### src/pkg/sui_defines.svh
// Overview of operation
// - Serial port works in clock polarity 0, phase 0 only; clock idles low.
// - Every word is full duplex: 16 bits in while 16 bits go out.
// - First two received bits select config write, config read, data write, data read.
// - Input bit is captured on each rising serial clock edge.
// - Bit 15 appears at select fall; bits 14 to 0 follow falling clock edges.
// - Select rising before the sixteenth bit abandons the word; nothing changes.
// - Effects of a complete word take place at the rising edge of select.
// - Each select fall restarts bit counting for a fresh 16-bit word.
// - Received characters are held in an eight-word receive FIFO.
// - Rates up to 230 kilobaud in standard and infrared framing are supported.
// - An indication flags received 9-bit network address characters.
// - Config write loads the 4-bit baud select; reset zero; config read returns it.
// - Read words report clear-to-send, 0 when the low-active pin is high; reset-proof.
// - Data write loads eight transmit bits; top bit dropped in 7-bit length.
// - Data read returns FIFO or buffer byte; resets zero; bit 7 zero in 7-bit.
// - FIFO enabled when the low-active enable bit is 0; resets 0; readable.
// - Infrared mode bit set to 1 selects pulse timing; resets to 0.
// - Serial output is high impedance whenever select is high.
// - Length bit 0 gives 8-bit characters, 1 gives 7-bit; resets to 0.
`ifndef SUI_DEFINES_SVH
`define SUI_DEFINES_SVH

// Word framing
`define SUI_WORD_BITS      5'h10
`define SUI_OP_HI          15
`define SUI_OP_LO          14
// Command codes in the first two bits
`define SUI_OP_WCFG        2'h3
`define SUI_OP_RCFG        2'h1
`define SUI_OP_WDAT        2'h2
`define SUI_OP_RDAT        2'h0
// Field positions, shared by written and returned words
`define SUI_POS_RXAVAIL    15
`define SUI_POS_TXROOM     14
`define SUI_POS_FIFODIS    13
`define SUI_POS_WORD7      11
`define SUI_POS_IRDA       10
`define SUI_POS_CTS        9
`define SUI_POS_ADDR       8
`define SUI_POS_DATA_MSB   7
`define SUI_POS_BAUD_MSB   3
// Reset values
`define SUI_BAUD_RST       4'h0
`define SUI_FIFODIS_RST    1'h0
`define SUI_WORD7_RST      1'h0
`define SUI_IRDA_RST       1'h0
`define SUI_RXBYTE_RST     8'h00
`define SUI_CS_SYNC_RST    3'h7
// Buffer sizes
`define SUI_FIFO_DEPTH     5'h08
`define SUI_TXBUF_DEPTH    2'h2

`endif

### src/pkg/sui_pkg.sv
`default_nettype none
`include "sui_defines.svh"

package sui_pkg;

  typedef enum logic [2:0] {
    SUI_IDLE  = 3'b001,
    SUI_SHIFT = 3'b010,
    SUI_HOLD  = 3'b100
  } sui_phase_t;

  typedef struct packed {
    logic [2:0]  sclk_q;
    logic [2:0]  cs_q;
    logic [1:0]  din_q;
    logic [1:0]  cts_q;
    sui_phase_t  phase;
    logic [4:0]  bit_cnt;
    logic [15:0] shift_in;
    logic [15:0] out_word;
    logic        dout;
    logic        dout_oe_n;
    logic [3:0]  baud;
    logic        fifo_dis_n;
    logic        word7;
    logic        irda;
    logic [7:0]  rx_hold;
    logic        rx_hold_vld;
    logic        rx_rdy;
    logic        addr_seen;
    logic [7:0]  tx_d0;
    logic [7:0]  tx_d1;
    logic [1:0]  tx_cnt;
    logic        tx_vld;
    logic        fifo_pop;
  } sui_port_state_t;

  typedef struct packed {
    logic [7:0][7:0] mem;
    logic [2:0]      wptr;
    logic [2:0]      rptr;
    logic [3:0]      level;
    logic [7:0]      rd_data;
  } sui_fifo_state_t;

endpackage
`default_nettype wire

### src/rtl/sui_rx_fifo.sv
`timescale 1ns/1ps
`default_nettype none
`include "sui_defines.svh"

module sui_rx_fifo (
  input  wire logic       sys_clk_i,
  input  wire logic       rst_b_i,
  input  wire logic       wr_en_i,
  input  wire logic [7:0] wr_data_i,
  input  wire logic       rd_en_i,
  output logic [7:0]      rd_data_o,
  output logic            empty_o,
  output logic [3:0]      level_o
);

  sui_pkg::sui_fifo_state_t st;
  sui_pkg::sui_fifo_state_t next_st;
  logic                     do_wr;
  logic                     do_rd;

  // Full check allows a write when a read frees a slot in the same cycle
  assign do_rd = rd_en_i && (st.level != 4'h0);
  assign do_wr = wr_en_i && ((st.level != 4'(`SUI_FIFO_DEPTH)) || do_rd);

  // Pointer and level update; head byte is re-registered every cycle
  always_comb
  begin
    next_st = st;
    if (do_wr)
    begin
      next_st.mem[st.wptr] = wr_data_i;
      next_st.wptr         = st.wptr + 3'h1;
    end
    if (do_rd)
    begin
      next_st.rptr = st.rptr + 3'h1;
    end
    next_st.level   = st.level + {3'h0, do_wr} - {3'h0, do_rd};
    next_st.rd_data = st.mem[st.rptr];
  end

  always_ff @(posedge sys_clk_i)
  begin
    if (!rst_b_i)
    begin
      st <= '0;
    end
    else
    begin
      st <= next_st;
    end
  end

  assign rd_data_o = st.rd_data;
  assign empty_o   = (st.level == 4'h0);
  assign level_o   = st.level;
endmodule // sui_rx_fifo
`default_nettype wire

### src/rtl/sui_host_port.sv
`timescale 1ns/1ps
`default_nettype none
`include "sui_defines.svh"

module sui_host_port (
  input  wire logic       sys_clk_i,
  input  wire logic       rst_b_i,
  // Serial host pins
  input  wire logic       sclk_i,
  input  wire logic       cs_n_i,
  input  wire logic       din_i,
  output logic            dout_o,
  output logic            dout_oe_n_o,
  // Handshake pin
  input  wire logic       cts_n_i,
  // Configuration toward the UART core
  output logic [3:0]      baud_divisor_select_o,
  output logic            fifo_disable_n_o,
  output logic            word_length_7_o,
  output logic            infrared_mode_o,
  // Transmit bytes toward the UART core
  output logic            tx_valid_o,
  output logic [7:0]      transmit_byte_o,
  input  wire logic       tx_ready_i,
  // Received characters from the UART core
  input  wire logic       rx_valid_i,
  input  wire logic [7:0] rx_data_i,
  input  wire logic       rx_ninth_i,
  output logic            rx_ready_o,
  output logic            net_address_seen_o
);

  sui_pkg::sui_port_state_t st;
  sui_pkg::sui_port_state_t next_st;

  logic       sclk_rise;
  logic       sclk_fall;
  logic       cs_fall;
  logic       cs_rise;
  logic       commit;
  logic [1:0] op;
  logic       rx_take;
  logic       tx_pop;
  logic       fifo_wr;
  logic       fifo_empty;
  logic [7:0] fifo_rd_data;
  logic [3:0] fifo_level;

  // Edges seen only on the second and third sync stages
  assign sclk_rise = st.sclk_q[1] && !st.sclk_q[2];
  assign sclk_fall = !st.sclk_q[1] && st.sclk_q[2];
  assign cs_fall   = !st.cs_q[1] && st.cs_q[2];
  assign cs_rise   = st.cs_q[1] && !st.cs_q[2];
  assign op        = st.shift_in[`SUI_OP_HI:`SUI_OP_LO];

  // Word takes effect only when all sixteen bits arrived before select rose
  assign commit  = (st.phase != sui_pkg::SUI_IDLE) && cs_rise && (st.bit_cnt == `SUI_WORD_BITS);
  assign rx_take = rx_valid_i && st.rx_rdy;
  assign tx_pop  = st.tx_vld && tx_ready_i;
  assign fifo_wr = rx_take && !st.fifo_dis_n;

  sui_rx_fifo u_rx_fifo (
    .sys_clk_i (sys_clk_i),
    .rst_b_i   (rst_b_i),
    .wr_en_i   (fifo_wr),
    .wr_data_i (rx_data_i),
    .rd_en_i   (st.fifo_pop),
    .rd_data_o (fifo_rd_data),
    .empty_o   (fifo_empty),
    .level_o   (fifo_level)
  );

  // Whole next-state computation
  always_comb
  begin
    logic [7:0] rx_byte;
    logic       rx_avail;
    logic [7:0] tx_byte;
    logic       tx_push;
    logic [1:0] tx_idx;
    logic [4:0] lvl_next;
    rx_byte  = '0;
    rx_avail = 1'b0;
    tx_byte  = '0;
    tx_push  = 1'b0;
    tx_idx   = '0;
    lvl_next = '0;
    next_st  = st;

    // Three-stage synchronisers for clock and select, two-stage for data and clear-to-send
    next_st.sclk_q = {st.sclk_q[1:0], sclk_i};
    next_st.cs_q   = {st.cs_q[1:0], cs_n_i};
    next_st.din_q  = {st.din_q[0], din_i};
    next_st.cts_q  = {st.cts_q[0], cts_n_i};
    next_st.fifo_pop = 1'b0;

    // Byte offered to the host, from FIFO or single buffer
    rx_byte  = st.fifo_dis_n ? st.rx_hold : fifo_rd_data;
    rx_avail = st.fifo_dis_n ? st.rx_hold_vld : !fifo_empty;
    if (st.word7)
    begin
      rx_byte[`SUI_POS_DATA_MSB] = 1'b0;
    end

    // Serial framing
    case (st.phase)
      sui_pkg::SUI_IDLE:
      begin
        if (cs_fall)
        begin
          next_st.phase    = sui_pkg::SUI_SHIFT;
          next_st.bit_cnt  = '0;
          next_st.out_word = {rx_avail, (st.tx_cnt != `SUI_TXBUF_DEPTH), st.fifo_dis_n, 1'b0,
                              st.word7, st.irda, !st.cts_q[1], st.addr_seen, rx_byte};
          next_st.dout      = rx_avail;
          next_st.dout_oe_n = 1'b0;
        end
      end
      sui_pkg::SUI_SHIFT, sui_pkg::SUI_HOLD:
      begin
        if (cs_rise)
        begin
          next_st.phase     = sui_pkg::SUI_IDLE;
          next_st.dout_oe_n = 1'b1;
        end
        else if (sclk_rise && st.bit_cnt < `SUI_WORD_BITS)
        begin
          next_st.shift_in = {st.shift_in[14:0], st.din_q[1]};
          next_st.bit_cnt  = st.bit_cnt + 5'h01;
          if (st.bit_cnt == 5'h0F)
          begin
            next_st.phase = sui_pkg::SUI_HOLD;
          end
          // Command known after two bits; low byte not yet sent
          if (st.bit_cnt == 5'h01 && {st.shift_in[0], st.din_q[1]} == `SUI_OP_RCFG)
          begin
            next_st.out_word[`SUI_POS_DATA_MSB:0] = {4'h0, st.baud};
          end
        end
        else if (sclk_fall && st.bit_cnt != 5'h00 && st.bit_cnt < `SUI_WORD_BITS)
        begin
          next_st.dout = st.out_word[~st.bit_cnt[3:0]];
        end
      end
      default:
      begin
        next_st.phase     = sui_pkg::SUI_IDLE;
        next_st.dout_oe_n = 1'b1;
      end
    endcase

    // Effects of a completed word
    if (commit)
    begin
      case (op)
        `SUI_OP_WCFG:
        begin
          next_st.baud       = st.shift_in[`SUI_POS_BAUD_MSB:0];
          next_st.fifo_dis_n = st.shift_in[`SUI_POS_FIFODIS];
          next_st.word7      = st.shift_in[`SUI_POS_WORD7];
          next_st.irda       = st.shift_in[`SUI_POS_IRDA];
        end
        `SUI_OP_WDAT:
        begin
          tx_byte = st.shift_in[7:0];
          if (st.word7)
          begin
            tx_byte[7] = 1'b0;
          end
          tx_push = 1'b1;
        end
        `SUI_OP_RDAT:
        begin
          if (st.fifo_dis_n)
          begin
            next_st.rx_hold_vld = 1'b0;
          end
          else
          begin
            next_st.fifo_pop = !fifo_empty;
          end
          next_st.addr_seen = 1'b0;
        end
        default:
        begin
          next_st.baud = st.baud;
        end
      endcase
    end

    // Two-entry transmit buffer; a write into a full buffer is dropped
    if (tx_pop)
    begin
      next_st.tx_d0  = st.tx_d1;
      next_st.tx_cnt = st.tx_cnt - 2'h1;
    end
    tx_idx = next_st.tx_cnt;
    if (tx_push && tx_idx != `SUI_TXBUF_DEPTH)
    begin
      if (tx_idx == 2'h0)
      begin
        next_st.tx_d0 = tx_byte;
      end
      else
      begin
        next_st.tx_d1 = tx_byte;
      end
      next_st.tx_cnt = tx_idx + 2'h1;
    end
    next_st.tx_vld = (next_st.tx_cnt != 2'h0);

    // Receive side; new arrival wins over a clear by a read
    if (rx_take && st.fifo_dis_n)
    begin
      next_st.rx_hold     = rx_data_i;
      next_st.rx_hold_vld = 1'b1;
    end
    if (rx_take && rx_ninth_i)
    begin
      next_st.addr_seen = 1'b1;
    end
    // Ready looks one cycle ahead so a back-to-back write cannot overflow
    lvl_next = {1'b0, fifo_level} + {4'h0, fifo_wr} - {4'h0, next_st.fifo_pop};
    if (next_st.fifo_dis_n)
    begin
      next_st.rx_rdy = !next_st.rx_hold_vld;
    end
    else
    begin
      next_st.rx_rdy = (lvl_next < `SUI_FIFO_DEPTH) && !(st.fifo_dis_n && !fifo_empty);
    end
  end

  // Clear-to-send sampling keeps running through reset
  always_ff @(posedge sys_clk_i)
  begin
    if (!rst_b_i)
    begin
      st            <= '0;
      st.phase      <= sui_pkg::SUI_IDLE;
      st.cs_q       <= `SUI_CS_SYNC_RST;
      st.dout_oe_n  <= 1'b1;
      st.baud       <= `SUI_BAUD_RST;
      st.fifo_dis_n <= `SUI_FIFODIS_RST;
      st.word7      <= `SUI_WORD7_RST;
      st.irda       <= `SUI_IRDA_RST;
      st.rx_hold    <= `SUI_RXBYTE_RST;
      st.cts_q      <= next_st.cts_q;
    end
    else
    begin
      st <= next_st;
    end
  end

  // Outputs straight from state flops
  assign dout_o                = st.dout;
  assign dout_oe_n_o           = st.dout_oe_n;
  assign baud_divisor_select_o = st.baud;
  assign fifo_disable_n_o      = st.fifo_dis_n;
  assign word_length_7_o       = st.word7;
  assign infrared_mode_o       = st.irda;
  assign tx_valid_o            = st.tx_vld;
  assign transmit_byte_o       = st.tx_d0;
  assign rx_ready_o            = st.rx_rdy;
  assign net_address_seen_o    = st.addr_seen;
endmodule // sui_host_port
`default_nettype wire

### config.mk
export PLATFORM = sky130hd
export DESIGN_NAME = sui_host_port
export DESIGN_NICKNAME = d
export VERILOG_FILES = /design/src/pkg/sui_pkg.sv /design/src/rtl/sui_rx_fifo.sv /design/src/rtl/sui_host_port.sv
export VERILOG_INCLUDE_DIRS = /design/src /design/src/pkg
export SDC_FILE = /design/constraint.sdc
export NUM_CORES = 1
export LEC_CHECK = 0
export BUFFER_PORTS_ARGS = -buffer_cell sky130_fd_sc_hd__clkbuf_2
export CAP_MARGIN = 20
export CORE_UTILIZATION = 41
export DETAILED_ROUTE_END_ITERATION = 12
export PLACE_DENSITY = 0.62
export SYNTH_ARGS = -nofsm -noshare
export SYNTH_HDL_FRONTEND = slang
export SYNTH_SLANG_ARGS = --single-unit
### constraint.sdc
create_clock -name sys_clk_i -period 5.2 [get_ports sys_clk_i]
set_input_delay 0.52 -clock sys_clk_i [delete_from_list [all_inputs] [get_ports sys_clk_i]]
set_output_delay 0.52 -clock sys_clk_i [all_outputs]
set_load 0.1 [all_outputs]
# After elaboration in Yosys (flattened, before gate mapping)
# Cells that the tools add are included.
# totals
register_bits,171
latch_bits,0
ramBits,0
romBits,0
inputBits,17
out_inout_bits,20
wordCells,176
mem_count,0
# classes
add_sub_neg,9
multipliers,0
n_div,0
n_lt_le_gt_ge,6
n_eq_ne,22
shifts,0
muxes,49
bitwise,3
reduce_logical,51
# ops
cell,n
8-bit 2-to-1 mux,11
64-bit bitwise mux,1
8-bit binary-select mux with 3-bit select,1
8-bit demux with 3-bit select,1
24-bit 2-to-1 mux,1
1-bit logical AND,21
21-bit 2-to-1 mux,1
1-bit 2-to-1 mux,20
18-bit 2-to-1 mux,1
"2-bit != test, second input constant",9
9-bit one-hot mux with 2 select lines,1
3-bit 2-to-1 mux,4
10-bit 2-to-1 mux,1
5-bit one-hot mux with 2 select lines,1
2-bit AND reduction,5
5-bit AND reduction,2
1-bit zero test,9
9-bit 2-to-1 mux,1
"3-bit by 4-bit < comparator with 1-bit output, second input constant",2
2-bit nonzero test,4
"3-bit by 1-bit adder with 3-bit output, second input constant",2
"3-bit != test, second input constant",2
3-bit one-hot mux with 2 select lines,1
3-bit AND reduction,2
other kinds (33),36

# Logic depth before layout (Yosys ltp)
# Gate-level depths: netlist of the first run.
# depth
word_depth,9
ltp_mapped,14
ltp_nobuf,13

# By module
# From an unflattened synthesis of the first run, not the netlist that was laid out.
# hier_totals
hier_cells,803
hier_area_um2,7782.5
# modules_own_cells
mod,instances,cells_each,area_each_um2,seq_area_each_um2
sui_host_port,1,461,4066.4,1781.7
sui_rx_fifo,1,342,3716.1,1641.6

# Worst setup path before layout of the first run
# Ideal clock, no wire load.
# synth_timing
path_type,reg-to-reg
start,"register st, in the netlist tx_valid_o"
end,"register st, in the netlist transmit_byte_o[4]"
arrival_time_ps,3116
setup_slack_ps,1967
path_stages_with_launch,11
path_buffers,3
period_less_slack_ps,3233
path_cell_list,dfxtp_1 > buf_2 > nand2_1 > xnor2_1 > clkbuf_1 > ha_1 > nor2b_1 > nand2_1 > clkbuf_1 > nand3_1 > o211a_1
# synth_via
elab_chain_len,5
word_cells_on_any_way,8
classes_between,1 x eq/ne; 4 x mux; 3 x reduce/logical
# synth_lines
item,line_no,text
"start, declared",sui_host_port.sv:33,sui_pkg::sui_port_state_t st;
"start signal, assigned",sui_host_port.sv:252,st <= next_st;
1-bit logical AND (*),sui_host_port.sv:59,assign tx_pop = st.tx_vld && tx_ready_i;
2-bit 2-to-1 mux,sui_host_port.sv:192,if (tx_pop)
2-bit zero test or 2-bit != test (tied branches),-,
8-bit 2-to-1 mux or 1-bit logical AND (tied branches),-,
18-bit 2-to-1 mux (*),sui_host_port.sv:198,if (tx_push && tx_idx != `SUI_TXBUF_DEPTH)
# Every way passes the cells marked *; elsewhere a longest branch is shown, timed or not.
# A chain may end at the register's enable or synchronous reset.

# Worst setup path after layout of the first run
# layout_timing
start,"register st, in the netlist tx_valid_o"
end,"register st, in the netlist transmit_byte_o[7]"
# The elaborated chain is that of the path after synthesis.

==> metrics, run 1 <==
run status complete, no violations; final HPWL from detailed placement 10.5 mm; initial antenna violation count 0; max_cap viols 0; maximum number of pins on one net before global-route repair 109; number of global-route vias before repair 5222; cell at the root of the clock tree sky130_fd_sc_hd__clkbuf_16; arrival time at the worst endpoint 3.41 ns; overall overflow remaining after global route 0; Compound-Gate Fraction of Synth Area 9.66%; most frequent cells in the layout sky130_fd_sc_hd__dfxtp_1, sky130_fd_sc_hd__mux2i_1, sky130_fd_sc_hd__nand2_1; DR DRC count 0; fin crit share 58.4%; cell depth of the worst flop-to-flop path 7; CP endpoint kind flop; Crit path buffers/inverters 0; effective utilization at floorplan 41.9%; Post-Syn Instances 802; Yosys warning count 0; DRT antenna net count 0; cells resized by post-CTS repair 0; clock tree skew after final layout 0.0101 ns; Internal Pwr Total 2.27 mW; library cells used by synthesis 60; layout net count 828; reg2reg setup slack 2.16 ns; most area-hungry cell type in the Yosys netlist sky130_fd_sc_hd__dfxtp_1; Core Area 0.0188 sq mm; die outline area 0.0197 sq mm; final weighted congestion of routability-driven global placement 0.843; critical path peak fanout 15; top post-synthesis cells by area sky130_fd_sc_hd__dfxtp_1, sky130_fd_sc_hd__mux2i_1, sky130_fd_sc_hd__nor2b_1; number of DRC markers after the initial detailed-route iteration 301; multiplexer share of the synthesized area 17.3%; Die Y-Extent 140 microns; leakage 3.29 nW; Hold Startpoint cts_n_i; total setup violations reported at the end of the flow 0; post-detailed-route wirelength per cell 15.4 microns; worst hold stages 1; endpoint of the worst hold path next_st[81]; diodes inserted 0; IO Pins 37; wire length of the first global-routing pass 27.1 mm; total number of clock tree sinks 171; fraction of synthesized cell area in xor and xnor cells 1.11%; source of the worst register-to-register timing path tx_valid_o; count of flip-flops with a built-in enable after synthesis 0; main combinational cell family by area after synthesis simple AND/OR/NAND/NOR gates; critical path class flop to flop; Critical Path Slowest Stage Cell sky130_fd_sc_hd__xnor2_1; aggregate routed wire length 16.0 mm; fill cell instance count of the final layout 1849; Clock Tree Buf Depth 2; number of vias per cell 5.09; aggregate global-route resource usage 17.5%; delay of the slowest cell on the worst path 0.93 ns; Reg power frac 45.4%; number of buffers created by CTS 17; kind of launch point of the worst setup path flop; area share of the largest cell type after synthesis 43.5%; placement row count 50; worst slew margin relative to its limit 28.9%; mean cell area of the mapped netlist 9.80 sq um; width of the die 140 microns; DR vias 5291; basic-gate share of the synthesized area counting and, or, nand and nor cells 20.1%; highest achievable clock rate 329 MHz; post-CTS setup-driven buffer insertion count 0; Psw 0.798 mW; Worst path most repeated cell sky130_fd_sc_hd__nand2_1; sequential element share of the synthesized area 43.5%; arithmetic-cell share of the synthesized area counting full adders, half adders and majority gates 3.12%; power per cell area 354 mW/mm^2; Port-buffer cells 36; data required time of the worst path 5.57 ns; Synth Net Count 838; family with the most delay on the worst path simple AND/OR/NAND/NOR gates; share of power burned in combinational logic 12.2%; H-tree level count 4; clock latency on the worst-skew pair 0.43 ns; post-cts hold buffer count 0; class of the worst hold path primary input to flop; post-synthesis instance area 0.00786 sq mm; Switching Fraction 26.0%; Worst-Margin Slew 1.06 ns; flop and latch count out of synthesis 171; Clock Power Share 42.4%; cell breakdown of the critical path nand2_1 > xnor2_1 > ha_1 > nor2b_1 > nand2_1 > nor4b_1 > o21a_1; post-CTS clock slew at the launch and capture registers of the worst setup and hold paths 0.07 ns; setup repair after global routing missed its margin no; Setup Total Neg Slack 0 ns; peak ir drop on the vdd network 235 uV; length of the first detailed-routing pass in iterations 4; leading cell type in the layout, fill and taps excluded sky130_fd_sc_hd__dfxtp_1; Tot Pwr 3.07 mW; terminus of the critical flop-to-flop path transmit_byte_o[7]; dominant synthesized flop cell sky130_fd_sc_hd__dfxtp_1; share of cells above drive strength 1 12.3%; shortest clock period the worst path allows after layout 3.04 ns; proportion of register bits with asynchronous set or reset after synthesis 0%; final number of hold-violating endpoints 0; fin. max-slew vios 0; clock tree from TritonCTS built; Area Overhead vs Synth 10.3%
==> per-layer routing <==
layer,global-route usage (%),wire (microns)
met1,22.7,7830
met2,29.1,7570
met3,4.07,475
met4,4.58,163
met5,0,0
==> stage by stage <==
stage	std cells	setup slack [ns]	hold slack (ns)	area [sq um]	util [%]
finish	1039	2.16	0.194	8670	46.2
CTS	1039	2.22	0.175	8670	46.2
global route	1039	1.88	0.174	8670	46.2
global placement	1007	2.11	0.317	8070	43.0
detailed placement	1007	2.06	0.320	8070	43.0
floorplan	802	1.97	0.310	7860	-
==> cell usage after synthesis, types with 3 or more instances <==
master and number:
sky130_fd_sc_hd__dfxtp_1 171, sky130_fd_sc_hd__mux2i_1 98, sky130_fd_sc_hd__nand2_1 98, sky130_fd_sc_hd__nor2b_1 90, sky130_fd_sc_hd__clkbuf_1 43, sky130_fd_sc_hd__a21boi_0 40, sky130_fd_sc_hd__nand3_1 21, sky130_fd_sc_hd__nor2_1 21
sky130_fd_sc_hd__ha_1 18, sky130_fd_sc_hd__inv_1 17, sky130_fd_sc_hd__mux4_2 17, sky130_fd_sc_hd__and2_1 16, sky130_fd_sc_hd__o21ai_0 16, sky130_fd_sc_hd__buf_2 15, sky130_fd_sc_hd__a21oi_1 14, sky130_fd_sc_hd__buf_4 12
sky130_fd_sc_hd__o211a_1 10, sky130_fd_sc_hd__xnor2_1 8, sky130_fd_sc_hd__nand2b_1 7, sky130_fd_sc_hd__nor3b_1 7, sky130_fd_sc_hd__a211o_1 5, sky130_fd_sc_hd__nor4_1 4, sky130_fd_sc_hd__and3_1 3, sky130_fd_sc_hd__nand4b_1 3
sky130_fd_sc_hd__o21a_1 3
==> power by group through the flow <==
stage / clock network [mW] / logic, mW / registers, mW
6_report: 1.30 / 0.376 / 1.39
4_1_cts: 1.34 / 0.381 / 1.39
5_1_grt: 1.40 / 0.418 / 1.40
3_5_place_dp: 0 / 0.379 / 1.42
2_1_floorplan: 0 / 0.262 / 1.46
3_3_place_gp: 0 / 0.375 / 1.42
==> worst max-delay path by stage <==
stage | cells after the start | slack, ns | endpoint | start
finish | 7 | 2.16 | transmit_byte_o[7] | tx_valid_o
global route | 7 | 1.88 | transmit_byte_o[7] | tx_valid_o
CTS | 7 | 2.22 | transmit_byte_o[7] | tx_valid_o
detailed placement | 8 | 2.06 | transmit_byte_o[7] | tx_ready_i
global placement | 8 | 2.11 | transmit_byte_o[7] | tx_ready_i
floorplan | 10 | 1.97 | transmit_byte_o[4] | tx_valid_o
==> flip-flops by register name, summed over array words and instances (netlist names), 2 cells and up <==
| register | cells |
|---|---|
| u_rx_fifo.level_o | 4 |
| next_st | 6 |
| st | 61 |
| u_rx_fifo.rd_data_o | 8 |
| transmit_byte_o | 8 |
| op | 2 |
| u_rx_fifo.st | 70 |
| baud_divisor_select_o | 4 |
==> kinds of logic after synthesis <==
family | Yosys count
flip-flops | 171
AO/OA/AOI/OAI | 106
adder cells (fa/ha/maj) | 19
buffers and inverters | 89
XOR/XNOR | 10
AND/OR/NAND/NOR | 292
multiplexers | 115
==> layout make-up <==
| class | instances | area, sq um | area share (%) |
|---|---|---|---|
| inverter | 17 | 63.8 | 0.736 |
| clock inverter | 12 | 166 | 1.92 |
| clock buffer | 20 | 437 | 5.04 |
| tap | 234 | 293 | 3.38 |
| timing repair buffer | 43 | 235 | 2.71 |
| sequential | 171 | 3420 | 39.5 |
| multi-input combinational | 542 | 4050 | 46.7 |
No activity file was read; power rests on OpenSTA's default activity.
==> run 2: changes to the inputs <==
--- a/config.mk
+++ b/config.mk
@@ -10,7 +10,7 @@
 export CAP_MARGIN = 20
 export CORE_UTILIZATION = 41
 export DETAILED_ROUTE_END_ITERATION = 12
-export PLACE_DENSITY = 0.62
+export PLACE_DENSITY = 0.64
 export SYNTH_ARGS = -nofsm -noshare
 export SYNTH_HDL_FRONTEND = slang
 export SYNTH_SLANG_ARGS = --single-unit
==> constraint.sdc (replaced) <==
create_clock -name sys_clk_i -period 2.45 [get_ports sys_clk_i]
set_input_delay 0.245 -clock sys_clk_i [delete_from_list [all_inputs] [get_ports sys_clk_i]]
set_output_delay 0.245 -clock sys_clk_i [all_outputs]
set_load 0.1 [all_outputs]
==> run 2 against run 1 <==
  * Global-route usage decreased by 0.81 points
  * Largest cell class unchanged
  * Die area did not move
  * Worst setup slack got worse by 2.1 ns
  * Clock-buffer cell count unchanged
  * Highest routed layer unchanged
  * Sequential cell count did not move
==> metrics, run 2 (synthesized netlist as in run 1, its figures left out) <==
Internal Pwr Total 4.91 mW (+120%); cell depth of the worst flop-to-flop path 12 (+5); class of the worst hold path primary input to flop; global route hottest layer met2; critical path class flop to flop; arrival time at the worst endpoint 2.66 ns (-0.75 ns); worst slew margin relative to its limit 42.1% (+13 points); peak ir drop on the vdd network 509 uV (+120%); setup repair after global routing missed its margin yes; data required time of the worst path 2.77 ns (-2.80 ns); source of the worst register-to-register timing path u_rx_fifo.level_o[2]; Largest register FFs 70 (unchanged); cell at the root of the clock tree sky130_fd_sc_hd__clkbuf_16; met3 capacity usage during global routing 3.42% (-0.65 points); Hold Startpoint sclk_i; CP endpoint kind flop; run status complete, no violations; Worst Slack Setup Final 0.109 ns (-2.05 ns); Area after DPL 0.00835 sq mm (+3.6%); registers with the most flip-flops u_rx_fifo.st x70, st x61; Worst path most repeated cell sky130_fd_sc_hd__inv_1; Clock Tree Buf Depth 2 (unchanged); Critical Path Slowest Stage Cell sky130_fd_sc_hd__or3b_4; total setup violations reported at the end of the flow 0 (unchanged); fraction of met1 tracks used by global routing 21.6% (-1.1 points); Switching Fraction 26.0% (about the same); clock tree skew after final layout 0.00693 ns (-0.00315 ns); clock tree from TritonCTS built; share of power burned in combinational logic 13.8% (+1.6 points); Crit path buffers/inverters 4 (+4); number of vias per cell 5.04 (-0.99%); total number of clock tree sinks 171 (unchanged); aggregate global-route resource usage 16.7% (-0.81 points); Reg power frac 44.5% (-0.9 points); leading cell type in the layout, fill and taps excluded sky130_fd_sc_hd__dfxtp_1; Cell Count Post-Placement 1040 (+3.3%); final HPWL from detailed placement 10.8 mm (+3.5%); placement row count 50 (unchanged); IO Pins 37 (unchanged); Die Y-Extent 140 microns (unchanged); Psw 1.72 mW (+120%); overall overflow remaining after global route 0 (unchanged); kind of launch point of the worst setup path flop; diodes inserted 0 (unchanged); critical path peak fanout 4 (-11); final number of hold-violating endpoints 0 (unchanged); maximum number of pins on one net before global-route repair 91 (-17%); Port-buffer cells 36 (unchanged); Area Overhead vs Synth 15.4%; reg2reg setup slack 0.11 ns (-2.05 ns); number of buffers created by CTS 17 (unchanged); largest register by flop count u_rx_fifo.st; effective utilization at floorplan 41.9% (unchanged); wire length of the first global-routing pass 26.3 mm (-2.9%); fin cells 1077 (+3.7%); worst hold stages 2 (+1); shortest clock period the worst path allows after layout 2.34 ns (-0.698 ns); Worst setup startpoint u_rx_fifo.level_o[2]; die outline area 0.0197 sq mm (unchanged); most frequent cells in the layout sky130_fd_sc_hd__dfxtp_1, sky130_fd_sc_hd__mux2i_1, sky130_fd_sc_hd__nand2_1; leakage 3.49 nW (+6.2%); Worst-Margin Slew 0.863 ns (-0.196 ns); Setup Slack @ Placement -0.0485 ns (-2.11 ns); post-detailed-route wirelength per cell 14.5 microns (-6.3%); delay of the slowest cell on the worst path 0.40 ns (-0.53 ns); number of global-route vias before repair 5247 (+0.48%); final hold slack 0.0228 ns (-0.171 ns); DR DRC count 0 (unchanged); layout net count 866 (+4.6%); Design Area, Final 0.00907 sq mm (+4.6%); power per cell area 731 mW/mm^2 (+110%); number of cells on the critical path 12 (+5); DRT antenna net count 0 (unchanged); GRT met2 Usage 27.8% (-1.4 points); fin crit share 95.6% (+37 points); Core Area 0.0188 sq mm (unchanged); post-CTS clock slew at the launch and capture registers of the worst setup and hold paths 0.07 ns (about the same); family with the most delay on the worst path adder cells; width of the die 140 microns (unchanged); number of DRC markers after the initial detailed-route iteration 252 (-16%); length of the first detailed-routing pass in iterations 4 (unchanged); cell breakdown of the critical path inv_1 > ha_2 > or3b_4 > nand2_2 > inv_1 > ha_1 > inv_1 > ha_2 > inv_1 > fa_2 > xnor2_1 > and2_1; share of cells above drive strength 1 19.0% (+6.7 points); max_cap viols 0 (unchanged); highest achievable clock rate 427 MHz (+30%); clock latency on the worst-skew pair 0.43 ns (about the same); fin. max-slew vios 0 (unchanged); aggregate routed wire length 15.6 mm (-2.9%); DR vias 5430 (+2.6%); initial antenna violation count 0 (unchanged); Clock Power Share 41.6% (-0.8 points); final weighted congestion of routability-driven global placement 0.809 (-4.0%); H-tree level count 4 (unchanged)
[run 2: cell count changes in the layout (fill, tap and decap cells not counted), sizes merged]
cell         previous run  this run
bufinv                  3         2
clkinv                  6         5
clkinvlp                1         3
dlygate4sd3             0         2
buf                     8        44
[run 2: final timing paths]
kind	end
max	u_rx_fifo.level_o[2]
min	next_st[88]
max reg2reg	u_rx_fifo.level_o[2]
min reg2reg	st[81]
[run 2: power by group through the flow]
| stage | logic (mW) | registers [mW] | clock network (mW) |
|---|---|---|---|
| 5_1_grt | 1.01 | 2.97 | 2.95 |
| 2_1_floorplan | 0.561 | 3.10 | 0 |
| 3_3_place_gp | 0.873 | 3.01 | 0 |
| 3_5_place_dp | 0.887 | 3.02 | 0 |
| 4_1_cts | 0.907 | 2.95 | 2.83 |
| 6_report | 0.918 | 2.95 | 2.76 |
[run 2: what timing repair did]
item                       in CTS  in global routing
resized for setup              11                  8
setup endpoints to repair       2                  2
hold buffers                    2                  0
hold endpoints to repair        2                  0
setup buffers                   3                  0
pin swaps                       7                  5
[run 2: layer usage]
layer / wire [microns] / part of all wire [%]
met1: 7510 / 48
met2: 7470 / 48
met3: 431 / 2.8
met4: 176 / 1.1
met5: 0 / 0
[run 2: cell type report]
type,instances,area [sq um]
inverters,17,63.8
flip-flops and latches,171,3430
clock buffers,20,478
fillers,1778,9690
well taps,234,293
repair buffers,81,538
clock inverters,12,136
multi-input cells,542,4130
[run 2: per-stage QoR]
step	utilization [%]	setup TNS, ns	total power, mW
floorplan	-	0	3.66
global placement	44.5	0	3.89
detailed placement	44.5	-0.0577	3.90
CTS	48.2	0	6.69
global route	48.3	-0.00491	6.93
finish	48.3	0	6.63
[run 2: worst register-to-register path, cell delays in order (launching register included)]
cell and delay [ns]:
sky130_fd_sc_hd__dfxtp_1 0.31, sky130_fd_sc_hd__inv_1 0.07, sky130_fd_sc_hd__ha_2 0.17, sky130_fd_sc_hd__or3b_4 0.40
sky130_fd_sc_hd__nand2_2 0.08, sky130_fd_sc_hd__inv_1 0.06, sky130_fd_sc_hd__ha_1 0.28, sky130_fd_sc_hd__inv_1 0.06
sky130_fd_sc_hd__ha_2 0.16, sky130_fd_sc_hd__inv_1 0.05, sky130_fd_sc_hd__fa_2 0.33, sky130_fd_sc_hd__xnor2_1 0.12
sky130_fd_sc_hd__and2_1 0.15
